`src/rtl/regblk_pkg.sv`:
```
// Purpose: Shared constants and types of the interrupt register block.
// Assumes: 32-bit classic Wishbone, byte addresses, one clock.
// Notes:   Offsets are byte addresses of aligned 32-bit words.
package regblk_pkg;

  localparam int unsigned ADDR_W = 8;
  localparam int unsigned DATA_W = 32;
  localparam int unsigned SEL_W  = 4;

  // ***************************************************************
  // Register map
  // ***************************************************************
  localparam logic [7:0] OFF_STATUS    = 8'h00;
  localparam logic [7:0] OFF_ENABLE    = 8'h04;
  localparam logic [7:0] OFF_MASK      = 8'h08;
  localparam logic [7:0] OFF_HALT_EN   = 8'h0c;
  localparam logic [7:0] OFF_HALT_MASK = 8'h10;
  localparam logic [7:0] OFF_INFO      = 8'h14;
  localparam logic [7:0] OFF_EXT_BASE  = 8'h80;

  // ***************************************************************
  // Info word fields and reset values
  // ***************************************************************
  localparam int unsigned INFO_RW_POS    = 0;
  localparam int unsigned INFO_AW_POS    = 8;
  localparam int unsigned INFO_ORDER_POS = 16;
  localparam int unsigned INFO_INTR_POS  = 17;
  localparam int unsigned INFO_HALT_POS  = 18;
  localparam int unsigned INFO_HASH_POS  = 19;

  localparam logic [31:0] RST_CTRL  = 32'h0000_0000;
  localparam logic [31:0] RST_WORD  = 32'h0000_0000;

  typedef enum logic [2:0] {
    ST_IDLE = 3'b001,
    ST_RESP = 3'b010,
    ST_EXT  = 3'b100
  } bus_state_t;

endpackage

```
`src/rtl/ext_link_if.sv`:
```
// Purpose: Carries one forwarded access to the external register port.
// Assumes: Same clock on both sides.
// Notes:   req is a one-cycle pulse; done is a one-cycle pulse.
`timescale 1ns/1ns
interface ext_link_if;
  logic                          req;
  logic                          we;
  logic [regblk_pkg::ADDR_W-1:0] addr;
  logic [regblk_pkg::SEL_W-1:0]  sel;
  logic [regblk_pkg::DATA_W-1:0] wdata;
  logic                          done;
  logic                          err;
  logic [regblk_pkg::DATA_W-1:0] rdata;

  modport main (output req, we, addr, sel, wdata,
                input  done, err, rdata);
  modport port (input  req, we, addr, sel, wdata,
                output done, err, rdata);
endinterface

```
`src/rtl/register_subword_intr_summary.sv`:
```
// Purpose: Interrupt register with summary outputs on classic Wishbone.
// Assumes: 32-bit bus, byte addresses, external window from 0x80 up.
// Notes:   One access at a time; internal registers answer one cycle after the request.
`timescale 1ns/1ns
module register_subword_intr_summary #(
  parameter int unsigned REG_WIDTH    = 32,
  parameter int unsigned ACCESS_WIDTH = REG_WIDTH,
  parameter int unsigned NUM_FIELDS   = 8,
  parameter bit          HIGH_FIRST   = 1'b0,
  parameter bit          HAS_HALT     = 1'b1
) (
  input  wire logic                          clk_i,
  input  wire logic                          rst_i,
  input  wire logic                          cyc_i,
  input  wire logic                          stb_i,
  input  wire logic                          we_i,
  input  wire logic [regblk_pkg::ADDR_W-1:0] adr_i,
  input  wire logic [regblk_pkg::SEL_W-1:0]  sel_i,
  input  wire logic [regblk_pkg::DATA_W-1:0] dat_i,
  output logic      [regblk_pkg::DATA_W-1:0] dat_o,
  output logic                               ack_o,
  output logic                               err_o,
  input  wire logic [NUM_FIELDS-1:0]         event_i,
  output logic                               intr_summary_o,
  output logic                               halt_summary_o,
  output logic                               ext_req_o,
  output logic                               ext_we_o,
  output logic      [regblk_pkg::ADDR_W-1:0] ext_addr_o,
  output logic      [regblk_pkg::SEL_W-1:0]  ext_sel_o,
  output logic      [regblk_pkg::DATA_W-1:0] ext_wdata_o,
  input  wire logic [regblk_pkg::DATA_W-1:0] ext_rdata_i,
  input  wire logic                          ext_ack_i,
  input  wire logic                          ext_err_i
);
  import regblk_pkg::*;

  localparam int unsigned LANES = ACCESS_WIDTH / 8;
  localparam int unsigned NSUB  = DATA_W / ACCESS_WIDTH;

  // ***************************************************************
  // Declarations
  // ***************************************************************
  bus_state_t           state, next_state;
  logic                 wr_q, next_wr, we_q, next_we, resp_err, next_err;
  logic                 ext_start, next_start;
  logic [ADDR_W-1:0]    addr_q, next_addr, word_adr;
  logic [SEL_W-1:0]     sel_q, next_sel;
  logic [DATA_W-1:0]    wdat_q, next_wdat, next_rdata, rd_word, byte_mask;
  logic                 hit, is_ext, sub_ok, write_now;
  logic [NSUB-1:0]      sub_fine;
  logic [REG_WIDTH-1:0] enable, mask, halt_en, halt_mask, status, clr;
  logic [REG_WIDTH-1:0] next_enable, next_mask, next_halt_en;
  logic [REG_WIDTH-1:0] next_halt_mask, wm, wd;
  logic [DATA_W-1:0]    info;

  ext_link_if lnk ();

  // ***************************************************************
  // Address decode and sub-word legality
  // ***************************************************************
  assign word_adr = {adr_i[ADDR_W-1:2], 2'b00};
  assign is_ext   = (word_adr >= OFF_EXT_BASE);

  // A write must cover each sub-word wholly or not at all
  for (genvar g = 0; g < NSUB; g++) begin : g_sub
    assign sub_fine[g] = (&sel_i[g*LANES +: LANES]) ||
                         !(|sel_i[g*LANES +: LANES]);
  end
  assign sub_ok = &sub_fine;

  for (genvar k = 0; k < SEL_W; k++) begin : g_lane
    assign byte_mask[k*8 +: 8] = {8{sel_q[k]}};
  end

  always_comb begin
    info = '0;
    info[INFO_RW_POS +: 8]  = 8'(REG_WIDTH);
    info[INFO_AW_POS +: 8]  = 8'(ACCESS_WIDTH);
    info[INFO_ORDER_POS]    = HIGH_FIRST;
    info[INFO_INTR_POS]     = intr_summary_o;
    info[INFO_HALT_POS]     = halt_summary_o;
    info[INFO_HASH_POS]     = HAS_HALT;
  end

  // Status reads have no side effect, so any lane subset is served
  always_comb begin
    hit     = 1'b1;
    rd_word = '0;
    if (word_adr == OFF_STATUS) begin
      rd_word = DATA_W'(status);
    end else if (word_adr == OFF_ENABLE) begin
      rd_word = DATA_W'(enable);
    end else if (word_adr == OFF_MASK) begin
      rd_word = DATA_W'(mask);
    end else if (HAS_HALT && word_adr == OFF_HALT_EN) begin
      rd_word = DATA_W'(halt_en);
    end else if (HAS_HALT && word_adr == OFF_HALT_MASK) begin
      rd_word = DATA_W'(halt_mask);
    end else if (word_adr == OFF_INFO && !we_i) begin
      rd_word = info;
    end else begin
      hit = 1'b0;
    end
  end

  // ***************************************************************
  // Bus state machine
  // ***************************************************************
  always_comb begin
    next_state = state;
    next_wr    = 1'b0;
    next_we    = we_q;
    next_err   = resp_err;
    next_addr  = addr_q;
    next_sel   = sel_q;
    next_wdat  = wdat_q;
    next_rdata = dat_o;
    next_start = 1'b0;
    case (state)
      ST_IDLE: begin
        if (cyc_i && stb_i) begin
          next_addr = word_adr;
          next_sel  = sel_i;
          next_wdat = dat_i;
          next_we   = we_i;
          if (is_ext) begin
            next_start = 1'b1;
            next_state = ST_EXT;
          end else begin
            next_state = ST_RESP;
            next_rdata = we_i ? '0 : rd_word;
            next_err   = !hit || (we_i && !sub_ok);
            next_wr    = we_i && hit && sub_ok;
          end
        end
      end
      ST_EXT: begin
        if (lnk.done) begin
          next_rdata = lnk.rdata;
          next_err   = lnk.err;
          next_state = ST_RESP;
        end
      end
      ST_RESP: begin
        next_state = ST_IDLE;
      end
      default: begin
        next_state = ST_IDLE;
      end
    endcase
  end

  always_ff @(posedge clk_i) begin
    if (rst_i) begin
      state     <= ST_IDLE;
      wr_q      <= 1'b0;
      we_q      <= 1'b0;
      resp_err  <= 1'b0;
      addr_q    <= '0;
      sel_q     <= '0;
      wdat_q    <= '0;
      dat_o     <= '0;
      ext_start <= 1'b0;
    end else begin
      state     <= next_state;
      wr_q      <= next_wr;
      we_q      <= next_we;
      resp_err  <= next_err;
      addr_q    <= next_addr;
      sel_q     <= next_sel;
      wdat_q    <= next_wdat;
      dat_o     <= next_rdata;
      ext_start <= next_start;
    end
  end

  assign ack_o = (state == ST_RESP) && !resp_err;
  assign err_o = (state == ST_RESP) && resp_err;

  assign lnk.req   = ext_start;
  assign lnk.we    = we_q;
  assign lnk.addr  = addr_q;
  assign lnk.sel   = sel_q;
  assign lnk.wdata = wdat_q;

  // ***************************************************************
  // Control registers
  // ***************************************************************
  // Writes land on the edge where the master sees ack
  assign write_now = (state == ST_RESP) && wr_q;
  assign wm        = byte_mask[REG_WIDTH-1:0];
  assign wd        = wdat_q[REG_WIDTH-1:0];

  always_comb begin
    next_enable    = enable;
    next_mask      = mask;
    next_halt_en   = halt_en;
    next_halt_mask = halt_mask;
    clr            = '0;
    // Unselected sub-words keep their contents
    if (write_now) begin
      if (addr_q == OFF_ENABLE) begin
        next_enable = (enable & ~wm) | (wd & wm);
      end else if (addr_q == OFF_MASK) begin
        next_mask = (mask & ~wm) | (wd & wm);
      end else if (addr_q == OFF_HALT_EN) begin
        next_halt_en = (halt_en & ~wm) | (wd & wm);
      end else if (addr_q == OFF_HALT_MASK) begin
        next_halt_mask = (halt_mask & ~wm) | (wd & wm);
      end else if (addr_q == OFF_STATUS) begin
        clr = wd & wm;
      end
    end
  end

  always_ff @(posedge clk_i) begin
    if (rst_i) begin
      enable    <= REG_WIDTH'(RST_CTRL);
      mask      <= REG_WIDTH'(RST_CTRL);
      halt_en   <= REG_WIDTH'(RST_CTRL);
      halt_mask <= REG_WIDTH'(RST_CTRL);
    end else begin
      enable    <= next_enable;
      mask      <= next_mask;
      halt_en   <= next_halt_en;
      halt_mask <= next_halt_mask;
    end
  end

  // ***************************************************************
  // Submodules
  // ***************************************************************
  intr_field_bank #(
    .REG_WIDTH  (REG_WIDTH),
    .NUM_FIELDS (NUM_FIELDS),
    .HIGH_FIRST (HIGH_FIRST),
    .HAS_HALT   (HAS_HALT)
  ) u_bank (
    .clk_i          (clk_i),
    .rst_i          (rst_i),
    .event_i        (event_i),
    .clr_i          (clr),
    .enable_i       (enable),
    .mask_i         (mask),
    .halt_en_i      (halt_en),
    .halt_mask_i    (halt_mask),
    .status_o       (status),
    .intr_summary_o (intr_summary_o),
    .halt_summary_o (halt_summary_o)
  );

  ext_reg_port u_ext (
    .clk_i       (clk_i),
    .rst_i       (rst_i),
    .lnk         (lnk.port),
    .ext_req_o   (ext_req_o),
    .ext_we_o    (ext_we_o),
    .ext_addr_o  (ext_addr_o),
    .ext_sel_o   (ext_sel_o),
    .ext_wdata_o (ext_wdata_o),
    .ext_rdata_i (ext_rdata_i),
    .ext_ack_i   (ext_ack_i),
    .ext_err_i   (ext_err_i)
  );
endmodule

```
`src/rtl/intr_field_bank.sv`:
```
// Purpose: Sticky interrupt fields with enable, mask and halt gating.
// Assumes: Events come from logic on the same clock.
// Notes:   Fields are one bit each, packed by the chosen bit order.
`timescale 1ns/1ns
module intr_field_bank #(
  parameter int unsigned REG_WIDTH  = 32,
  parameter int unsigned NUM_FIELDS = 8,
  parameter bit          HIGH_FIRST = 1'b0,
  parameter bit          HAS_HALT   = 1'b1
) (
  input  wire logic                  clk_i,
  input  wire logic                  rst_i,
  input  wire logic [NUM_FIELDS-1:0] event_i,
  input  wire logic [REG_WIDTH-1:0]  clr_i,
  input  wire logic [REG_WIDTH-1:0]  enable_i,
  input  wire logic [REG_WIDTH-1:0]  mask_i,
  input  wire logic [REG_WIDTH-1:0]  halt_en_i,
  input  wire logic [REG_WIDTH-1:0]  halt_mask_i,
  output logic      [REG_WIDTH-1:0]  status_o,
  output logic                       intr_summary_o,
  output logic                       halt_summary_o
);
  import regblk_pkg::*;

  localparam int unsigned P0 = HIGH_FIRST ? REG_WIDTH - 1 : 0;

  logic [REG_WIDTH-1:0] next_status;

  // ***************************************************************
  // Per-bit field placement
  // ***************************************************************
  // Size-only fields packed end to end from bit 0 or from the top
  // Each field is one bit, its bounds equal, so none straddles
  for (genvar b = 0; b < REG_WIDTH; b++) begin : g_bit
    localparam int unsigned IDX = HIGH_FIRST ? REG_WIDTH - 1 - b : b;
    if (IDX < NUM_FIELDS) begin : g_field
      // A new event beats a clear in the same cycle
      assign next_status[b] = event_i[IDX] | (status_o[b] & ~clr_i[b]);
    end else begin : g_empty
      assign next_status[b] = 1'b0;
    end
  end

  always_ff @(posedge clk_i) begin
    if (rst_i) begin
      status_o <= REG_WIDTH'(RST_WORD);
    end else begin
      status_o <= next_status;
    end
  end

  // Present whatever the gating setup is
  assign intr_summary_o = |(status_o & enable_i & ~mask_i);
  // Tied low when no field carries halt gating
  assign halt_summary_o = HAS_HALT &&
                          |(status_o & halt_en_i & ~halt_mask_i);
endmodule

```
`src/rtl/ext_reg_port.sv`:
```
// Purpose: Forwards one access to an externally built register.
// Assumes: External logic runs on clk_i and answers with ack or err.
// Notes:   err wins if ack and err come in the same cycle.
`timescale 1ns/1ns
module ext_reg_port (
  input  wire logic                          clk_i,
  input  wire logic                          rst_i,
  ext_link_if.port                           lnk,
  output logic                               ext_req_o,
  output logic                               ext_we_o,
  output logic      [regblk_pkg::ADDR_W-1:0] ext_addr_o,
  output logic      [regblk_pkg::SEL_W-1:0]  ext_sel_o,
  output logic      [regblk_pkg::DATA_W-1:0] ext_wdata_o,
  input  wire logic [regblk_pkg::DATA_W-1:0] ext_rdata_i,
  input  wire logic                          ext_ack_i,
  input  wire logic                          ext_err_i
);
  import regblk_pkg::*;

  logic              next_req, next_we, next_done, next_err;
  logic [ADDR_W-1:0] next_addr;
  logic [SEL_W-1:0]  next_sel;
  logic [DATA_W-1:0] next_wdata, next_rdata;

  always_comb begin
    next_req   = ext_req_o;
    next_we    = ext_we_o;
    next_addr  = ext_addr_o;
    next_sel   = ext_sel_o;
    next_wdata = ext_wdata_o;
    next_done  = 1'b0;
    next_err   = lnk.err;
    next_rdata = lnk.rdata;
    if (ext_req_o) begin
      if (ext_ack_i || ext_err_i) begin
        next_req   = 1'b0;
        next_done  = 1'b1;
        next_err   = ext_err_i;
        next_rdata = ext_rdata_i;
      end
    end else if (lnk.req) begin
      next_req   = 1'b1;
      next_we    = lnk.we;
      next_addr  = lnk.addr;
      next_sel   = lnk.sel;
      next_wdata = lnk.wdata;
    end
  end

  always_ff @(posedge clk_i) begin
    if (rst_i) begin
      ext_req_o   <= 1'b0;
      ext_we_o    <= 1'b0;
      ext_addr_o  <= '0;
      ext_sel_o   <= '0;
      ext_wdata_o <= '0;
      lnk.done    <= 1'b0;
      lnk.err     <= 1'b0;
      lnk.rdata   <= '0;
    end else begin
      ext_req_o   <= next_req;
      ext_we_o    <= next_we;
      ext_addr_o  <= next_addr;
      ext_sel_o   <= next_sel;
      ext_wdata_o <= next_wdata;
      lnk.done    <= next_done;
      lnk.err     <= next_err;
      lnk.rdata   <= next_rdata;
    end
  end
endmodule

```
`config.mk`:
```
export PLATFORM = sky130hd
export DESIGN_NAME = register_subword_intr_summary
export DESIGN_NICKNAME = d
export VERILOG_FILES = /design/src/rtl/regblk_pkg.sv /design/src/rtl/ext_link_if.sv /design/src/rtl/register_subword_intr_summary.sv /design/src/rtl/intr_field_bank.sv /design/src/rtl/ext_reg_port.sv
export SDC_FILE = /design/constraint.sdc
export NUM_CORES = 1
export LEC_CHECK = 0
export BUFFER_PORTS_ARGS = -buffer_cell sky130_fd_sc_hd__buf_2
export CAP_MARGIN = 20
export CORE_UTILIZATION = 35
export DETAILED_ROUTE_END_ITERATION = 8
export GPL_TIMING_DRIVEN = 0
export PLACE_DENSITY = 0.6
export SLEW_MARGIN = 15
export SYNTH_ARGS = -nofsm -noshare
export SYNTH_HDL_FRONTEND = slang
export SYNTH_HIERARCHICAL = 1
export SYNTH_SLANG_ARGS = --single-unit
```
`constraint.sdc`:
```
create_clock -name clk_i -period 2.05 [get_ports clk_i]
set_input_delay 0.1025 -clock clk_i [delete_from_list [all_inputs] [get_ports clk_i]]
set_output_delay 0.1025 -clock clk_i [all_outputs]
set_load 0.1 [all_outputs]
```
==> summary.txt <==
Die
  – Height of the chip: 192 um
  – Die area: 37000 um2
  – I/O pins: 173
  – Width of the die: 192 um
  – Core Region: 35600 um2
  – Initial core utilization: 0.356
  – Row Count: 69

Routing
  – Vias: 11831
  – Total Wirelength: 46900 um
  – Vias per cell: 5.27
  – Detailed-route DRC error count: 0
  – DRT antenna net count: 0
  – Starting DRT DRC Count: 1132
  – WL/cell: 20.9 um
  – TritonRoute pass-1 iters: 6

Yosys
  – Post-synthesis cell area: 12700 um2
  – Warnings, synthesis: 6
  – Avg Synthesized Cell Area: 8.79 um2
  – Synth Instances: 1441

Worst setup path
  – CP Launch Point: state[1]$_SDFFE_PP0P_
  – Crit Path Class: reg -> reg
  – Critical Path RT: 2.42 ns
  – CP arrival: 2.38 ns
  – CP Max Fanout: 8
  – R2r startpoint: state[1]$_SDFFE_PP0P_
  – Crit start category: flip-flop
  – Reg2reg path depth: 7
  – Worst Setup End Kind: flip-flop

Timing
  – Fmax: 497 MHz
  – Setup ws final: 0.0374 ns
  – Setup violators final: 0
  – Count of pins over their slew limit: 0
  – Setup repair after global routing missed its margin: true
  – Final min period: 2.01 ns
  – Final Hold Fails: 0
  – Final period utilization: 0.982
  – Setup TNS Final: 0 ns
  – Slew @ Worst Pin: 1.00 ns
  – Worst Clk Skew: 0.0119 ns
  – Slew HR: 0.333

Clock tree
  – Clock tree buffer depth: 3
  – CTS Sinks: 297
  – Worst skew pair latency: 0.51 ns
  – Clock slew at reported path FFs: 0.06 ns
  – Max H-tree Level: 2
  – CTS buffer count: 36
  – CTS root buf: clkbuf_16
  – CTS tree: built

Global routing
  – Met2 Track Usage GR: 0.395
  – GRT Resource Usage Total: 0.251
  – GR Overflow Total: 0
  – Initial antenna violation count: 2
  – Vias in the first global route: 11338
  – Grt met1 use: 0.341
  – GRT Max-Usage Layer: met2
  – Largest net degree at the start of global routing: 13
  – First-pass GRT wire length: 69000 um
  – M3 GR Usage: 0.0409

Cells and area
  – Reg area: 5950 um2
  – Fraction of layout cells with a size suffix above 1: 0.206
  – Fillers: 3496
  – Area grow syn2layout: 29.0%
  – Antenna diodes: 0
  – Nets: 1851
  – Area of the multi-input gates: 6180 um2
  – Non-Filler Instances: 2244
  – End-of-flow core utilization: 0.459

Placement
  – Dpl cells: 2093
  – RD Place Congestion: 0.975
  – Final HPWL DP: 33400 um
  – Dpl ws: -0.528 ns
  – # port buffers: 167

Hold path
  – Worst Hold Class: in -> reg
  – Hold Path Origin: adr_i[6]
  – Worst hold path stage count: 4

Power
  – Power after layout: 0.0134 W
  – Pwr dens: 820 nW/um2
  – VDD IR max: 0.670 mV
  – Pleak: 7.47 nW

Run
  – MaxCap Viol Count: 0

Outcome
  – Status: completed
layer usage:
layer / part of all wire / vias to the layer above / wire length (um)
met5: 0.00060 / - / 28
met1: 0.45 / 5632 / 20900
met2: 0.44 / 481 / 20900
li1: - / 5604 / -
met4: 0.037 / 4 / 1740
met3: 0.072 / 110 / 3360
path summary, 6_finish.rpt:
path                                                            to  slack [ns]
worst max-delay path                                     flip-flop        0.04
worst min-delay path                        dat_o[17]$_SDFFE_PP0P_        0.06
worst max register to register                           flip-flop        0.04
worst min register to register  u_ext/ext_wdata_o[26]$_SDFFE_PP0P_        0.45
final cells by class:
class	count	share of cell area
multi-input combinational	1025	0.378
tap	461	0.0353
inverter	19	0.00436
sequential	297	0.364
clock buffer	45	0.0609
buffer	121	0.0410
clock inverter	16	0.00842
timing repair buffer	260	0.108
worst max-delay path, cell delays in order (launching register included):
cell and delay [ns]:
dfxtp_2 0.32, buf_6 0.12, or3b_4 0.49, nor4_4 0.27
buf_4 0.22, nand2_4 0.16, mux2i_1 0.23, nor2_1 0.06
placed cells by master, fill, tap and decap left out, types with 3 or more instances in the layout:
cell type / n
nor2b_1: 4
clkbuf_2: 7
nor4_4: 6
nand2b_1: 4
or3_1: 3
conb_1: 26
clkinv_2: 11
nand2_4: 12
nand2_8: 4
clkbuf_8: 4
a211oi_1: 3
buf_6: 7
mux2i_1: 138
dlygate4sd3_1: 85
nor3_1: 8
nor2_1: 179
a21oi_2: 3
o311a_1: 25
a222oi_1: 26
buf_2: 188
clkbuf_16: 37
a21oi_1: 134
inv_1: 17
a32oi_1: 4
a21o_1: 31
o22ai_1: 38
dfxtp_1: 296
buf_4: 42
clkinvlp_4: 3
nand2_1: 269
clkbuf_1: 47
nor4_1: 3
a221oi_1: 3
and2_1: 7
o21ai_0: 35
clkbuf_4: 5
a22oi_1: 4
nor3_2: 16
buf_1: 4
or4_1: 3
metrics by stage:
step	cell area (um2)	hold WS (ns)
6_report	16300	0.0625
4_1_cts	16200	0.0493
3_5_place_dp	14200	0.329
2_1_floorplan	12800	0.220
5_1_grt	16300	0.0843
3_3_place_gp	14200	0.322
timing repair:
action,CTS,global route
hold buffers,85,0
hold endpoints to repair,84,0
endpoints found under the setup margin,209,183
pin swaps,4,1
setup buffers,4,4
resized for setup,19,36
power breakdown:
part / leakage (nW) / internal, W / total [W] / switching, W
logic: 4.50 / 0.000405 / 0.00124 / 0.000833
clock network: 0.561 / 0.00368 / 0.00617 / 0.00248
registers: 2.40 / 0.00587 / 0.00600 / 0.000127
(Power assumes the default switching activity.)
